## src/core/mcu_decode_pkg.sv

```systemverilog
// Purpose: Shared constants and types for the instruction sequencer
// Assumes: 13-bit words, 8-bit data, 32-bit APB data bus
// Notes:   Flag bits live in register file entry 3
package mcu_decode_pkg;
   localparam int IW = 13;                // Instruction word width
   localparam int DW = 8;                 // Data width
   localparam int PCW = 13;               // Program counter width
   // APB byte offsets
   localparam logic [7:0] A_CTRL = 8'h00; // Control, read/write
   localparam logic [7:0] A_STAT = 8'h04; // Core state, read only
   localparam logic [7:0] A_PC = 8'h08;   // Program counter, read only
   localparam logic [1:0] CTRL_RST = 2'h1; // Run on, two-clock cycle
   // Special register addresses
   localparam logic [5:0] R_PC = 6'h02;   // Program counter low byte
   localparam logic [5:0] R_STAT = 6'h03; // Flags
   localparam logic [5:0] R_PAGE = 6'h05; // Page bits 7:5
   // Flag bit positions
   localparam int F_C = 0;
   localparam int F_DC = 1;
   localparam int F_Z = 2;
   localparam int F_P = 3;
   localparam int F_T = 4;
   // Control registers reachable by the I/O control moves
   localparam logic [15:0] IOC_OK = 16'hfce0;
   // Special opcodes, low six bits of 13'h00xx
   localparam logic [5:0] DECIMAL_ADJUST_ACC = 6'h01;
   localparam logic [5:0] CONTROL_WRITE_INSTR = 6'h02;
   localparam logic [5:0] SLEEP_INSTR = 6'h03;
   localparam logic [5:0] WATCHDOG_CLEAR_INSTR = 6'h04;
   localparam logic [5:0] INTERRUPT_ENABLE_INSTR = 6'h10;
   localparam logic [5:0] INTERRUPT_DISABLE_INSTR = 6'h11;
   localparam logic [5:0] RETURN_INSTR = 6'h12;
   localparam logic [5:0] RETURN_FROM_INTERRUPT = 6'h13;
   localparam logic [5:0] CONTROL_READ_INSTR = 6'h14;
   // Shared ALU operations, coded as word bits 10:7
   typedef enum logic [3:0] {
      SUBR = 4'h2, DECR = 4'h3, ORR = 4'h4, ANDR = 4'h5, XORR = 4'h6,
      ADDR = 4'h7, MOVR = 4'h8, COMR = 4'h9, INCR = 4'ha,
      DECREMENT_SKIP_ZERO = 4'hb, ROTATE_RIGHT_CARRY = 4'hc,
      ROTATE_LEFT_CARRY = 4'hd, SWAPR = 4'he, INCREMENT_SKIP_ZERO = 4'hf
   } alu_e;
   // Oscillator phase within one instruction cycle
   typedef enum logic [1:0] {
      PH0 = 2'b00, PH1 = 2'b01, PH2 = 2'b11, PH3 = 2'b10
   } phase_e;
   // Software control bits
   typedef struct packed {
      logic cyc4;                          // Four clocks per cycle
      logic run;                           // Execute enable
   } ctrl_s;
endpackage : mcu_decode_pkg

```

## src/core/mcu_decode_exec.sv

```systemverilog
// Purpose: Decode and sequence 13-bit instructions of an 8-bit core
// Assumes: Program memory answers PM_ADDR_OUT within one clock
// Notes:   Registers over APB; I/O registers share the register file
// Operation
// RL1: Thirteen-bit words, opcode plus operand fields
// RL2: Default cycle two clocks, one cycle each
// RL3: Writes to program counter take two cycles
// RL4: Jumps, calls, returns, taken skips: two cycles
// RL5: Option bit selects two or four clocks
// RL6: Timer tick every cycle, Fosc/2 or /4
// RL7: Any register bit set, clear, test
// RL8: I/O registers behave as ordinary registers
// RL9: Eight-bit data literals, ten-bit jump targets
// RL10: Sleep clears watchdog, stops clock, sets flags
// RL11: Returns pop stack; interrupt return enables
// RL12: Call pushes next address, then jumps
// RL13: Decrement-skip writes, skips on zero, no flags
// RL14: Increment-skip writes, skips on zero, no flags
// RL15: Rotates run through the carry flag
// RL16: Control moves reach listed control registers
// RL17: Software avoids bit clear on interrupt status
// RL18: Software never bit-sets interrupt status
// RL19: Skip discards the fetched word as no-op
// RL20: Register field low six; borrow clears carry
`timescale 1ns/100ps
module mcu_decode_exec
   import mcu_decode_pkg::*;
#(
   parameter int STACK_DEPTH = 8           // Return stack entries
)(
   input  wire logic            MCLK_IN,       // Oscillator clock
   input  wire logic            RST_IN,        // Core reset
   input  wire logic            PSEL_IN,       // APB select
   input  wire logic            PENABLE_IN,    // APB enable
   input  wire logic            PWRITE_IN,     // APB direction
   input  wire logic [7:0]      PADDR_IN,      // APB byte address
   input  wire logic [31:0]     PWDATA_IN,     // APB write data
   input  wire logic [IW-1:0]   PM_DATA_IN,    // Fetched word
   output logic                 PREADY_OUT,    // APB ready
   output logic                 PSLVERR_OUT,   // APB error
   output logic [31:0]          PRDATA_OUT,    // APB read data
   output logic [PCW-1:0]       PM_ADDR_OUT,   // Fetch address
   output logic                 WDT_CLEAR_OUT, // Watchdog clear pulse
   output logic                 SLEEP_OUT,     // Oscillator stopped
   output logic                 INT_EN_OUT,    // Interrupts enabled
   output logic                 TIMER_TICK_OUT // Timer clock pulse
);
   localparam int SPW = $clog2(STACK_DEPTH);

   // Refuse stack sizes the wrapping pointer cannot serve
   if (STACK_DEPTH < 2 || (STACK_DEPTH & (STACK_DEPTH - 1)) != 0)
   begin : g_chk
      $error("STACK_DEPTH must be a power of two, at least 2");
   end

   phase_e           ph_q, ph_d;          // Oscillator phase
   ctrl_s            ctrl_q, ctrl_d;      // Software control
   logic             cyc4_q;              // Cycle length in use
   logic [PCW-1:0]   pc_q, pc_d;          // Program counter
   logic [DW-1:0]    acc_q, acc_d;        // Accumulator
   logic [DW-1:0]    rf_q [64];           // Registers incl. I/O
   logic [DW-1:0]    ioc_q [16];          // I/O control registers
   logic [DW-1:0]    cont_q, cont_d;      // Control register
   logic [PCW-1:0]   stk_q [STACK_DEPTH]; // Return stack
   logic [SPW-1:0]   sp_q, sp_d;          // Stack pointer
   logic             flush_q, flush_d;    // Discard next word
   logic             hold_q, hold_d;      // Dead cycle, pc held
   logic             ie_q, ie_d;          // Interrupt enable
   logic             sleep_q, sleep_d;    // Sleeping
   logic             wdc_q, wdc_d;        // Watchdog clear
   logic             tick_q;              // Timer tick
   logic             rdy_q, err_q;        // APB answer
   logic [31:0]      rd_q, rd_d;          // APB read data
   logic             rf_we, ioc_we, push; // Write strobes
   logic [5:0]       rf_wa;               // Register write address
   logic [DW-1:0]    rf_wd, st_d;         // Write data, next flags
   logic             upd_z, upd_c, upd_dc; // Flag update selects
   logic             skip;                // Skip condition true
   logic             end_ph, cyc_end, ex; // Cycle end, execute
   logic             apb_go, apb_hit, apb_err;
   alu_e             op;                  // Shared ALU operation
   logic             cn, dn;              // ALU carry, half carry
   logic [DW-1:0]    res;                 // ALU result
   logic [8:0]       dv;                  // Decimal adjust sum
   logic [IW-1:0]    w;                   // Word being executed
   logic [5:0]       ra;                  // Register field
   logic [DW-1:0]    rv, k;               // Operand, literal
   logic             cf, dcf;             // Current carry flags
   logic [PCW-1:0]   pcn, tgt, stk_top;   // Next, target, top
   logic [SPW-1:0]   sp_m1;               // Top entry index

   assign w = PM_DATA_IN;                        // [RL1]
   assign ra = w[5:0];                           // [RL20]
   assign k = w[7:0];                            // [RL9]
   // Program counter low byte reads as register 2
   assign rv = (ra == R_PC) ? pc_q[7:0] : rf_q[ra]; // [RL8]
   assign cf = rf_q[R_STAT][F_C];
   assign dcf = rf_q[R_STAT][F_DC];
   assign pcn = pc_q + 13'h0001;
   assign tgt = {rf_q[R_PAGE][7:5], w[9:0]};     // [RL9]
   assign sp_m1 = sp_q - 1'b1;
   assign stk_top = stk_q[sp_m1];
   // Cycle ends after two or four phases
   assign end_ph = (ph_q == PH3) || (ph_q == PH1 && !cyc4_q); // [RL5]
   assign cyc_end = end_ph && !sleep_q;
   assign ex = cyc_end && ctrl_q.run;

   // Shared ALU: returns carry, half carry and result
   function automatic logic [9:0] alu(input alu_e o, input logic [7:0] x,
      input logic [7:0] a, input logic ci, input logic di);
      logic [8:0] s;
      logic [4:0] h;
      s = {ci, x};
      h = {di, 4'h0};
      unique case (o)
         SUBR:
         begin
            s = {1'b0, x} + {1'b0, ~a} + 9'h001;   // [RL20]
            h = {1'b0, x[3:0]} + {1'b0, ~a[3:0]} + 5'h01;
         end
         ADDR:
         begin
            s = {1'b0, x} + {1'b0, a};
            h = {1'b0, x[3:0]} + {1'b0, a[3:0]};
         end
         DECR, DECREMENT_SKIP_ZERO: s = {ci, x - 8'h01};
         INCR, INCREMENT_SKIP_ZERO: s = {ci, x + 8'h01};
         ORR:  s = {ci, x | a};
         ANDR: s = {ci, x & a};
         XORR: s = {ci, x ^ a};
         MOVR: s = {ci, x};
         COMR: s = {ci, ~x};
         ROTATE_RIGHT_CARRY: s = {x[0], ci, x[7:1]}; // [RL15]
         ROTATE_LEFT_CARRY:  s = {x[7], x[6:0], ci}; // [RL15]
         SWAPR: s = {ci, x[3:0], x[7:4]};
         default: s = {ci, x};
      endcase
      return {s[8], h[4], s[7:0]};
   endfunction : alu

   // Literal forms map onto the register-form operation codes
   always_comb
   begin
      op = alu_e'(w[10:7]);
      if (w[12])
      begin
         case (w[10:8])
            3'h1:    op = ORR;
            3'h2:    op = ANDR;
            3'h3:    op = XORR;
            3'h5:    op = SUBR;
            3'h7:    op = ADDR;
            default: op = MOVR;
         endcase
      end
   end

   assign {cn, dn, res} = alu(op, w[12] ? k : rv, acc_q, cf, dcf);

   // Phase sequence; the oscillator stops while sleeping
   always_comb
   begin
      unique case (ph_q)
         PH0: ph_d = PH1;
         PH1: ph_d = cyc4_q ? PH2 : PH0;            // [RL2] [RL5]
         PH2: ph_d = PH3;
         PH3: ph_d = PH0;
      endcase
      if (sleep_q)
         ph_d = ph_q;                               // [RL10]
   end

   // Instruction execute at each cycle end while run is set
   always_comb
   begin
      pc_d = pc_q;
      acc_d = acc_q;
      st_d = rf_q[R_STAT];
      cont_d = cont_q;
      rf_we = 1'b0;
      rf_wa = ra;
      rf_wd = res;
      ioc_we = 1'b0;
      push = 1'b0;
      sp_d = sp_q;
      ie_d = ie_q;
      sleep_d = sleep_q;
      wdc_d = 1'b0;
      flush_d = flush_q;
      hold_d = hold_q;
      upd_z = 1'b0;
      upd_c = 1'b0;
      upd_dc = 1'b0;
      skip = 1'b0;
      dv = {1'b0, acc_q};
      if (ex)
      begin
         flush_d = 1'b0;
         hold_d = 1'b0;
         if (!hold_q)
            pc_d = pcn;                             // [RL2]
         // Discarded words act as no-ops
         if (!flush_q && !hold_q)                   // [RL19]
         begin
            if (w[12:8] == 5'h00)
            begin
               unique case (w[7:6])
                  2'b00:
                  begin
                     case (w[5:0])
                        DECIMAL_ADJUST_ACC:
                        begin
                           if (acc_q[3:0] > 4'h9 || dcf)
                              dv = dv + 9'h006;
                           if (dv[7:4] > 4'h9 || cf || dv[8])
                              dv = dv + 9'h060;
                           acc_d = dv[7:0];
                           st_d[F_C] = dv[8] | cf;
                        end
                        CONTROL_WRITE_INSTR: cont_d = acc_q;
                        CONTROL_READ_INSTR:  acc_d = cont_q;
                        SLEEP_INSTR:
                        begin
                           sleep_d = 1'b1;                  // [RL10]
                           wdc_d = 1'b1;
                           st_d[F_T] = 1'b1;
                           st_d[F_P] = 1'b0;
                        end
                        WATCHDOG_CLEAR_INSTR:
                        begin
                           wdc_d = 1'b1;
                           st_d[F_T] = 1'b1;
                           st_d[F_P] = 1'b1;
                        end
                        INTERRUPT_ENABLE_INSTR:  ie_d = 1'b1;
                        INTERRUPT_DISABLE_INSTR: ie_d = 1'b0;
                        RETURN_INSTR, RETURN_FROM_INTERRUPT:
                        begin
                           pc_d = stk_top;                  // [RL11]
                           sp_d = sp_m1;
                           hold_d = 1'b1;                   // [RL4]
                           if (w[0])
                              ie_d = 1'b1;                  // [RL11]
                        end
                        default:
                        begin
                           // Control moves to listed registers; other codes are no-ops
                           if (!w[5] && IOC_OK[w[3:0]])     // [RL16]
                           begin
                              ioc_we = !w[4];
                              if (w[4])
                                 acc_d = ioc_q[w[3:0]];
                           end
                        end
                     endcase
                  end
                  2'b01:
                  begin
                     rf_we = 1'b1;
                     rf_wd = acc_q;
                  end
                  2'b10:
                  begin
                     if (ra == 6'h00)
                     begin
                        acc_d = 8'h00;
                        st_d[F_Z] = 1'b1;
                     end
                  end
                  2'b11:
                  begin
                     rf_we = 1'b1;
                     rf_wd = 8'h00;
                     st_d[F_Z] = 1'b1;
                  end
               endcase
            end
            else if (w[12:11] == 2'b00)
            begin
               // Register operations, result to A or R
               upd_z = (w[10:7] <= INCR);           // [RL13] [RL14]
               upd_c = (op == SUBR || op == ADDR ||
                        op == ROTATE_RIGHT_CARRY ||
                        op == ROTATE_LEFT_CARRY);   // [RL15]
               upd_dc = (op == SUBR || op == ADDR);
               skip = (op == DECREMENT_SKIP_ZERO ||
                       op == INCREMENT_SKIP_ZERO) &&
                      res == 8'h00;                 // [RL13] [RL14]
               rf_we = w[6];
               if (!w[6])
                  acc_d = res;
            end
            else if (!w[12])
            begin
               // Bit operations on any register
               unique case (w[10:9])                // [RL7]
                  2'b00:
                  begin
                     rf_we = 1'b1;
                     rf_wd = rv & ~(8'h01 << w[8:6]);
                  end
                  2'b01:
                  begin
                     rf_we = 1'b1;
                     rf_wd = rv | (8'h01 << w[8:6]);
                  end
                  2'b10: skip = !rv[w[8:6]];
                  2'b11: skip = rv[w[8:6]];
               endcase
            end
            else if (!w[11])
            begin
               // Call pushes the return address
               push = !w[10];                       // [RL12]
               if (!w[10])
                  sp_d = sp_q + 1'b1;
               pc_d = tgt;                          // [RL12]
               hold_d = 1'b1;                       // [RL4]
            end
            else if (w[10:8] == 3'h6 && w[7:4] == 4'h8)
            begin
               rf_we = 1'b1;
               rf_wa = R_PAGE;
               rf_wd = {w[2:0], rf_q[R_PAGE][4:0]};
            end
            else if (w[10:8] == 3'h6)
            begin
               if (w[7:1] == 7'h48)
                  st_d[7:6] = {1'b0, w[0]};
            end
            else if (w[10:8] == 3'h4)
            begin
               acc_d = k;                           // [RL11]
               pc_d = stk_top;
               sp_d = sp_m1;
               hold_d = 1'b1;                       // [RL4]
            end
            else
            begin
               // Literal arithmetic and logic
               acc_d = res;
               upd_z = (op != MOVR);
               upd_c = (op == SUBR || op == ADDR);
               upd_dc = upd_c;
            end
            if (upd_z)
               st_d[F_Z] = (res == 8'h00);
            if (upd_c)
               st_d[F_C] = cn;
            if (upd_dc)
               st_d[F_DC] = dn;
            if (skip)
               flush_d = 1'b1;                      // [RL19] [RL4]
            if (rf_we && rf_wa == R_PC)
            begin
               pc_d = {pc_q[12:8], rf_wd};          // [RL3]
               hold_d = 1'b1;
            end
         end
      end
   end

   // APB decode; write to read-only or unmapped is an error
   always_comb
   begin
      apb_go = PSEL_IN && PENABLE_IN && !rdy_q;
      apb_hit = (PADDR_IN == A_CTRL) || (PADDR_IN == A_STAT) ||
                (PADDR_IN == A_PC);
      apb_err = !apb_hit || (PWRITE_IN && PADDR_IN != A_CTRL);
      ctrl_d = ctrl_q;
      rd_d = 32'h0000_0000;
      // Write commits at the edge where the master sees ready
      if (PSEL_IN && PENABLE_IN && rdy_q && PWRITE_IN &&
          PADDR_IN == A_CTRL)
         ctrl_d = PWDATA_IN[1:0];                   // [RL5]
      if (apb_go && !PWRITE_IN)
      begin
         if (PADDR_IN == A_CTRL)
            rd_d = {30'h0, ctrl_q};
         else if (PADDR_IN == A_STAT)
            rd_d = {14'h0, rf_q[R_STAT], ie_q, sleep_q, acc_q};
         else if (PADDR_IN == A_PC)
            rd_d = {19'h0, pc_q};
      end
   end

   // State registers
   always_ff @(posedge MCLK_IN or posedge RST_IN)
   begin
      if (RST_IN)
      begin
         ph_q <= PH0;
         ctrl_q <= CTRL_RST;
         cyc4_q <= 1'b0;
         pc_q <= 13'h0000;
         acc_q <= 8'h00;
         cont_q <= 8'h00;
         sp_q <= '0;
         flush_q <= 1'b0;
         hold_q <= 1'b0;
         ie_q <= 1'b0;
         sleep_q <= 1'b0;
         wdc_q <= 1'b0;
         tick_q <= 1'b0;
         rdy_q <= 1'b0;
         err_q <= 1'b0;
         rd_q <= 32'h0000_0000;
         for (int i = 0; i < 64; i++)
            rf_q[i] <= 8'h00;
         for (int i = 0; i < 16; i++)
            ioc_q[i] <= 8'h00;
         for (int i = 0; i < STACK_DEPTH; i++)
            stk_q[i] <= 13'h0000;
      end
      else
      begin
         ph_q <= ph_d;
         ctrl_q <= ctrl_d;
         if (cyc_end)
            cyc4_q <= ctrl_q.cyc4;                  // [RL5]
         pc_q <= pc_d;
         acc_q <= acc_d;
         cont_q <= cont_d;
         sp_q <= sp_d;
         flush_q <= flush_d;
         hold_q <= hold_d;
         ie_q <= ie_d;
         sleep_q <= sleep_d;
         wdc_q <= wdc_d;
         tick_q <= cyc_end;                         // [RL6]
         rdy_q <= apb_go;
         err_q <= apb_go && apb_err;
         rd_q <= rd_d;
         rf_q[R_STAT] <= st_d;
         if (rf_we)
            rf_q[rf_wa] <= rf_wd;                   // [RL8]
         if (ioc_we)
            ioc_q[w[3:0]] <= acc_q;                 // [RL16]
         if (push)
            stk_q[sp_q] <= pcn;                     // [RL12]
      end
   end

   assign PREADY_OUT = rdy_q;
   assign PSLVERR_OUT = err_q;
   assign PRDATA_OUT = rd_q;
   assign PM_ADDR_OUT = pc_q;
   assign WDT_CLEAR_OUT = wdc_q;
   assign SLEEP_OUT = sleep_q;
   assign INT_EN_OUT = ie_q;
   assign TIMER_TICK_OUT = tick_q;

   logic live;                                       // Word executes
   assign live = ex && !flush_q && !hold_q;
endmodule : mcu_decode_exec

```

## config.mk

```make
export PLATFORM = sky130hd
export DESIGN_NAME = mcu_decode_exec
export DESIGN_NICKNAME = d
export VERILOG_FILES = /design/src/core/mcu_decode_pkg.sv /design/src/core/mcu_decode_exec.sv
export SDC_FILE = /design/constraint.sdc
export NUM_CORES = 2
export LEC_CHECK = 0
export BUFFER_PORTS_ARGS = -buffer_cell sky130_fd_sc_hd__buf_2
export CELL_PAD_IN_SITES_DETAIL_PLACEMENT = 0
export CELL_PAD_IN_SITES_GLOBAL_PLACEMENT = 1
export CORE_ASPECT_RATIO = 0.75
export CORE_MARGIN = 1.5
export CORE_UTILIZATION = 40
export DETAILED_ROUTE_END_ITERATION = 8
export GPL_TIMING_DRIVEN = 0
export PLACE_DENSITY = 0.78
export SYNTH_ARGS = -nofsm -noshare
export SYNTH_HDL_FRONTEND = slang
export SYNTH_SLANG_ARGS = --single-unit
```

## constraint.sdc

```tcl
create_clock -name MCLK_IN -period 26.4 [get_ports MCLK_IN]
set_input_delay 2.64 -clock MCLK_IN [delete_from_list [all_inputs] [get_ports MCLK_IN]]
set_output_delay 2.64 -clock MCLK_IN [all_outputs]
set_load 0.005 [all_outputs]
```

* After elaboration in Yosys (flattened, before gate mapping) *
Memory sizes are Yosys's and may differ from the RTL's.
Index checks and enable logic that the tools add are counted.
Widths: inputs -> output; s select.

storage, ports and cells
  flip-flop bits (word level) = 821
  bits in latches = 0
  RAM bits = 0
  bits in read-only memories = 16
  input bits = 58
  output and inout port bits = 51
  memories kept = 1

memories
  name             words  width  read ports  clocked after Yosys merged registers in  write ports  line                    text
  (no name shown)  16     1      1           0                                        0            mcu_decode_exec.sv:248  if (!w[5] && IOC_OK[w[3:0]])

operators by class
  add/subtract/negate cells = 13
  $mul = 0
  div/mod/pow operators = 0
  $lt $le $gt $ge = 13
  equality and inequality tests = 61
  shift-type cells = 1
  multiplexer cells = 192
  bitwise gates (word level) = 15
  reduce and logical (&&, ||, !) cells = 68

operators by type and width
  kind                count
  $bwmux 512          1
  $mux 488            1
  $mux 13             16
  $mux 8              26
  $bwmux 128          1
  $mux 9              12
  $bwmux 104          1
  $pmux 9 s11         1
  $mux 1              78
  $mux 18             3
  $mux 6              9
  $bmux 8 s6          1
  $demux 8 s6         1
  $pmux 8 s2          3
  $bmux 13 s3         1
  $demux 13 s3        1
  $mux 3              11
  $bmux 8 s4          1
  $demux 8 s4         1
  $eq 4x4->1 const B  8
  $eq 6x5->1 const B  5
  $not 8->8           3
  $pmux 8 s3          1
  $mux 2              11
  other kinds (76)    166

* Longest topological paths before layout *
  word-level depth = 26
  gate-level depth with buffers = 28
  depth with buffers taken out = 20

* Least setup slack after synthesis *
Ideal clock, no wire load.

  kind = input to register
  start point = input port PM_DATA_IN[3]
  end point = register rf_q[316] (netlist bit)
  setup time = 133 ps
  arrival time = 7,119 ps
  required time = 26,267 ps
  setup slack = 19,148 ps
  stages = 21
  path through = clkbuf_1 -> buf_4 -> buf_2 -> buf_6 -> mux2i_1 -> a221oi_1 -> a211oi_2 -> o31ai_1 -> inv_1 -> fa_1 -> o21ba_2 -> o21bai_1 -> xnor2_1 -> a221oi_1 -> o211a_1 -> o21ai_0 -> a211oi_2 -> a211oi_1 -> a21oi_2 -> buf_2 -> o21ai_0

on the way
  cells in the longest elaborated chain, start to end = 17
  elaborated cells on any way between the ends = 44
  classes of those cells = add/sub (5); order compare (2); eq/ne (1); mux (27); bitwise (8); reduce/logical (1)

ends and longest elaborated chain
  element                                    line                    text
  start: declaration                         mcu_decode_exec.sv:38   input wire logic [IW-1:0] PM_DATA_IN,
  $not 6->7 (implied by the code)            mcu_decode_exec.sv:96   assign rv = (ra == R_PC) ? pc_q[7:0] : rf_q[ra];
  $bmux 8 s6                                 mcu_decode_exec.sv:96
  $mux 8 (implied by the code) (2 in a row)  mcu_decode_exec.sv:96
  $mux 8                                     mcu_decode_exec.sv:96
  $mux 8                                     mcu_decode_exec.sv:158  assign {cn, dn, res} = alu(op, w[12] ? k : rv, acc_q, cf, dcf);
  $add 8x8->9                                mcu_decode_exec.sv:118  s = {1'b0, x} + {1'b0, ~a} + 9'h001;
  $add 9x1->9                                mcu_decode_exec.sv:118
  $pmux 9 s11                                mcu_decode_exec.sv:115  unique case (o)
  $mux 8                                     mcu_decode_exec.sv:320  else if (w[10:8] == 3'h6 && w[7:4] == 4'h8)
  $mux 8                                     mcu_decode_exec.sv:311  else if (!w[11])
  $mux 8                                     mcu_decode_exec.sv:293  else if (!w[12])
  $mux 8                                     mcu_decode_exec.sv:278  else if (w[12:11] == 2'b00)
  $mux 8                                     mcu_decode_exec.sv:205  if (w[12:8] == 5'h00)
  $mux 8                                     mcu_decode_exec.sv:203  if (!flush_q && !hold_q)
  $mux 8                                     mcu_decode_exec.sv:196  if (ex)
  $bwmux 512 (*)                             mcu_decode_exec.sv:436  rf_q[rf_wa] <= rf_wd;
  end signal: indexed assignment             mcu_decode_exec.sv:434  rf_q[R_STAT] <= st_d;
  end signal: indexed assignment             mcu_decode_exec.sv:436
  end: declaration                           mcu_decode_exec.sv:61   logic [DW-1:0] rf_q [64];

Mark *: on every way between the ends. The rest lies on a longest branch, timed or not. The select of a mux whose other input is x is not followed.
A chain may end at the register's enable or synchronous reset.

* Worst setup path in the final report *
  start point = input port PM_DATA_IN[3]
  end point = register rf_q[52] (netlist bit)

The elaborated chain is that of the path after synthesis.

==> impl_metrics.env <==
export IMPL_path_clk_slew_ns=0.06
export IMPL_post_drt_wl_per_cell_um=27.8
export IMPL_synth_top_family_by_area="compound AO/OA/AOI/OAI gates"
export IMPL_post_route_period_util_pct=40.1
export IMPL_vias=33200
export IMPL_clock_latency_ns=0.71
export IMPL_worstHoldStart="ioc_q[98]"
export IMPL_cts_sinks=806
export IMPL_drive_gt1_share_pct=15.6
export IMPL_yosysSeqAreaShare_pct=50.6
export IMPL_grt_max_degree=131
export IMPL_start_util_pct=40.3
export IMPL_synth_distinct_cells=101
export IMPL_met3_usage_pct=9.15
export IMPL_hold_depth=1
export IMPL_filler_cell_count=9435
export IMPL_overflow=0
export IMPL_synthTopCellsByCount="dfrtp_1 (805), nand2_1 (630), o21ai_0 (432)"
export IMPL_synthAdderAreaFrac_pct=1.52
export IMPL_grt_setup_unrepaired="no"
export IMPL_grt_pass1_vias=31400
export IMPL_dp_slack_ns=15.51
export IMPL_yosysTopAreaCell="dfrtp_1"
export IMPL_routabilityCongestion=1.07
export IMPL_ys_async_sr_fraction_pct=100
export IMPL_max_stage_delay_ns=1.10
export IMPL_cp_required_ns=26.95
export IMPL_ant_nets=0
export IMPL_layout_min_cycle_time_ns=10.58
export IMPL_htree_levels=3
export IMPL_startpoint_type="primary input"
export IMPL_syn_avg_cell_area_um2=10.3
export IMPL_finalSetupViolCount=0
export IMPL_synth_most_common_cell="dfrtp_1"
export IMPL_reg2reg_setup_slack_ns=19.15
export IMPL_synth_warning_count=0
export IMPL_cts_buffers=81
export IMPL_synth_seq_cells=806
export IMPL_maxSlewViolCount=9
export IMPL_synth_xor_area_share_pct=0.923
export IMPL_vias_per_cell=6.10
export IMPL_critPathCaptureType="register"
export IMPL_synth_compound_area_share_pct=14.8
export IMPL_worstMarginPinSlew_ns=1.52
export IMPL_worstHoldPathType="reg -> reg"
export IMPL_violations="max-capacitance violations, max-slew violations"
export IMPL_grt_busiest_layer="met1"
export IMPL_dp_hpwl_um=110000
export IMPL_core_um2=99000
export IMPL_cp_data_arrival_time_ns=11.13
export IMPL_rr_worst_depth=18
export IMPL_netlist_top_cells_area="dfrtp_1 (51%), mux4_2 (9.4%), nand2_1 (5.9%), o21ai_0 (5.4%), nor2_1 (3.5%)"
export IMPL_cts_setup_buffers=0
export IMPL_critPathKind="in -> reg"
export IMPL_area_growth_pct=12.6
export IMPL_numPortBuffers=60
export IMPL_cpLargestDelayFamily="compound AO/OA/AOI/OAI gates"
export IMPL_outcome="finished, violations left"
export IMPL_hold_end="ioc_q[98]"
export IMPL_setup_ws_ns=15.82
export IMPL_cts_tree="done"
export IMPL_antenna_found_initial=5
export IMPL_reg2reg_to="rf_q[52]"
export IMPL_total_leakage_power_nw=19.8
export IMPL_rows=100
export IMPL_max_freq_mhz=94.5
export IMPL_track_usage_pct=29.7
export IMPL_finalWirelength_um=151000
export IMPL_drc_errors=0
export IMPL_crit_fanout=11
export IMPL_dieHeight_um=276
export IMPL_dieArea_um2=102000
export IMPL_synth_flop_cell="dfrtp_1"
export IMPL_hold_violations=0
export IMPL_fin_nets=4150
export IMPL_cp_slowest_cell="o21ai_0"
export IMPL_synth_simple_area_share_pct=13.0
export IMPL_grt_pass1_wl_um=223000
export IMPL_critical_path_buf_inv_count=5
export IMPL_syn_inst=3882
export IMPL_drt_first_pass_iters=6
export IMPL_fin_util_pct=45.3
export IMPL_cts_root_buf="clkbuf_16"
export IMPL_irDropWorstVdd_mv=0.0575
export IMPL_post_cts_resized=0
export IMPL_worstPathCellList="clkbuf_1, buf_4, buf_2, nor4bb_1, a22oi_1, nand3_1, a211o_1, o22ai_2, o21ai_0, inv_1, ha_1, o21ba_2, o21bai_1, xnor2_1, a221oi_1, o211a_1, o21ai_0, a211oi_2, a211oi_1, a21oi_2, buf_2, a21oi_1"
export IMPL_gr_usage_met2_pct=39.1
export IMPL_synth_edf_count=0
export IMPL_slew_headroom_pct=-1.75
export IMPL_syn_cell_area_um2=39800
export IMPL_cts_buffer_depth=3
export IMPL_grt_use_met1_pct=46.0
export IMPL_drt_iter0_drc=4862
export IMPL_fin_skew_ns=0.0295
export IMPL_cts_hold_fix_buffers=0
export IMPL_ios=109
export IMPL_power_density_nw_per_um2=62.6
export IMPL_synth_top_area_share_pct=50.6
export IMPL_synthMuxAreaShare_pct=14.7
export IMPL_reg2reg_from="rf_q[129]"
export IMPL_maxCapViolations=1
export IMPL_die_w_um=367
-- placed cells by master (no fill, tap or decap), drive strengths merged, types with 16 or more instances in the layout --
master and count:
o31ai 17, dfrtp 805, nor2b 20, ha 42, nand3 56, inv 43, a211oi 16, clkinv 17
o21ai 493, a21oi 271, nor2 377, nor3 44, a221oi 18, o22ai 28, a22oi 50, clkbuf 346
xor2 16, nand2 631, buf 181, mux4 168, mux2i 88, mux2 105, xnor2 26, nand4 18
-- power breakdown --
part | switching (mW) | internal, mW
logic | 0.263 | 0.0815
registers | 0.00415 | 1.24
clock network | 0.541 | 0.680
total | 0.807 | 2.00
-- cell families (layout without fill, tap and decap cells) --
group / Yosys count / after routing
flops: 806 / 806
fa+ha+maj: 47 / 47
other cells: 1 / 17
buf+inv: 378 / 595
compound gates: 1015 / 1015
xor+xnor: 42 / 42
simple gates: 1232 / 1232
mux: 361 / 361
-- cell type report --
type                    count  area, µm²  area share [%]
inverters                  38        150           0.335
repair buffers             69        515            1.15
clock inverters            30        383           0.854
well taps                1326       1660            3.70
plain buffers             340       1610            3.60
clock buffers             118       2370            5.27
flip-flops and latches    806      20200            45.0
diodes                      3       7.51          0.0167
multi-input cells        2711      18000            40.1
-- sequential cells by signal, indices dropped and copies added (netlist names), 2 cells and up --
register / count
ctrl_q: 2
ph_q: 2
rf_q: 509
PM_ADDR_OUT: 13
acc_q: 8
sp_q: 3
stk_q: 104
cont_q: 8
ioc_q: 128
PRDATA_OUT: 18
-- routing by layer --
layer	part of all wire [%]	wire length, µm	vias to the layer above
met5	0.021	32	-
met4	3.5	5270	2
met3	13	19200	310
met2	40	59800	1931
met1	44	67000	16800
li1	-	-	14100
-- per-stage QoR --
stage	cells	hold slack [ns]	TNS [ns]	power (mW)	area, µm²
after floorplan	3895	0.424	0	1.45	39900
after global placement	5281	0.435	-6575.74	1.59	41900
after detailed placement	5290	0.444	0	1.59	42100
after CTS	5438	0.458	0	2.80	44800
after global routing	5438	0.464	0	2.88	44800
final	5441	0.451	0	2.81	44900
-- worst max path at each step --
stage	startpoint	to	slack, ns	cells after the start
after detailed placement	PM_DATA_IN[1]	rf_q[52]	15.51	21
after CTS	PM_DATA_IN[1]	rf_q[52]	16.14	21
after global placement	RST_IN	rf_q[329]	-8.37	2
after global routing	PM_DATA_IN[3]	rf_q[52]	15.88	22
after floorplan	RST_IN	INT_EN_OUT	1.13	1
final	PM_DATA_IN[3]	rf_q[52]	15.82	22
No activity file was read; power rests on OpenSTA's default activity.
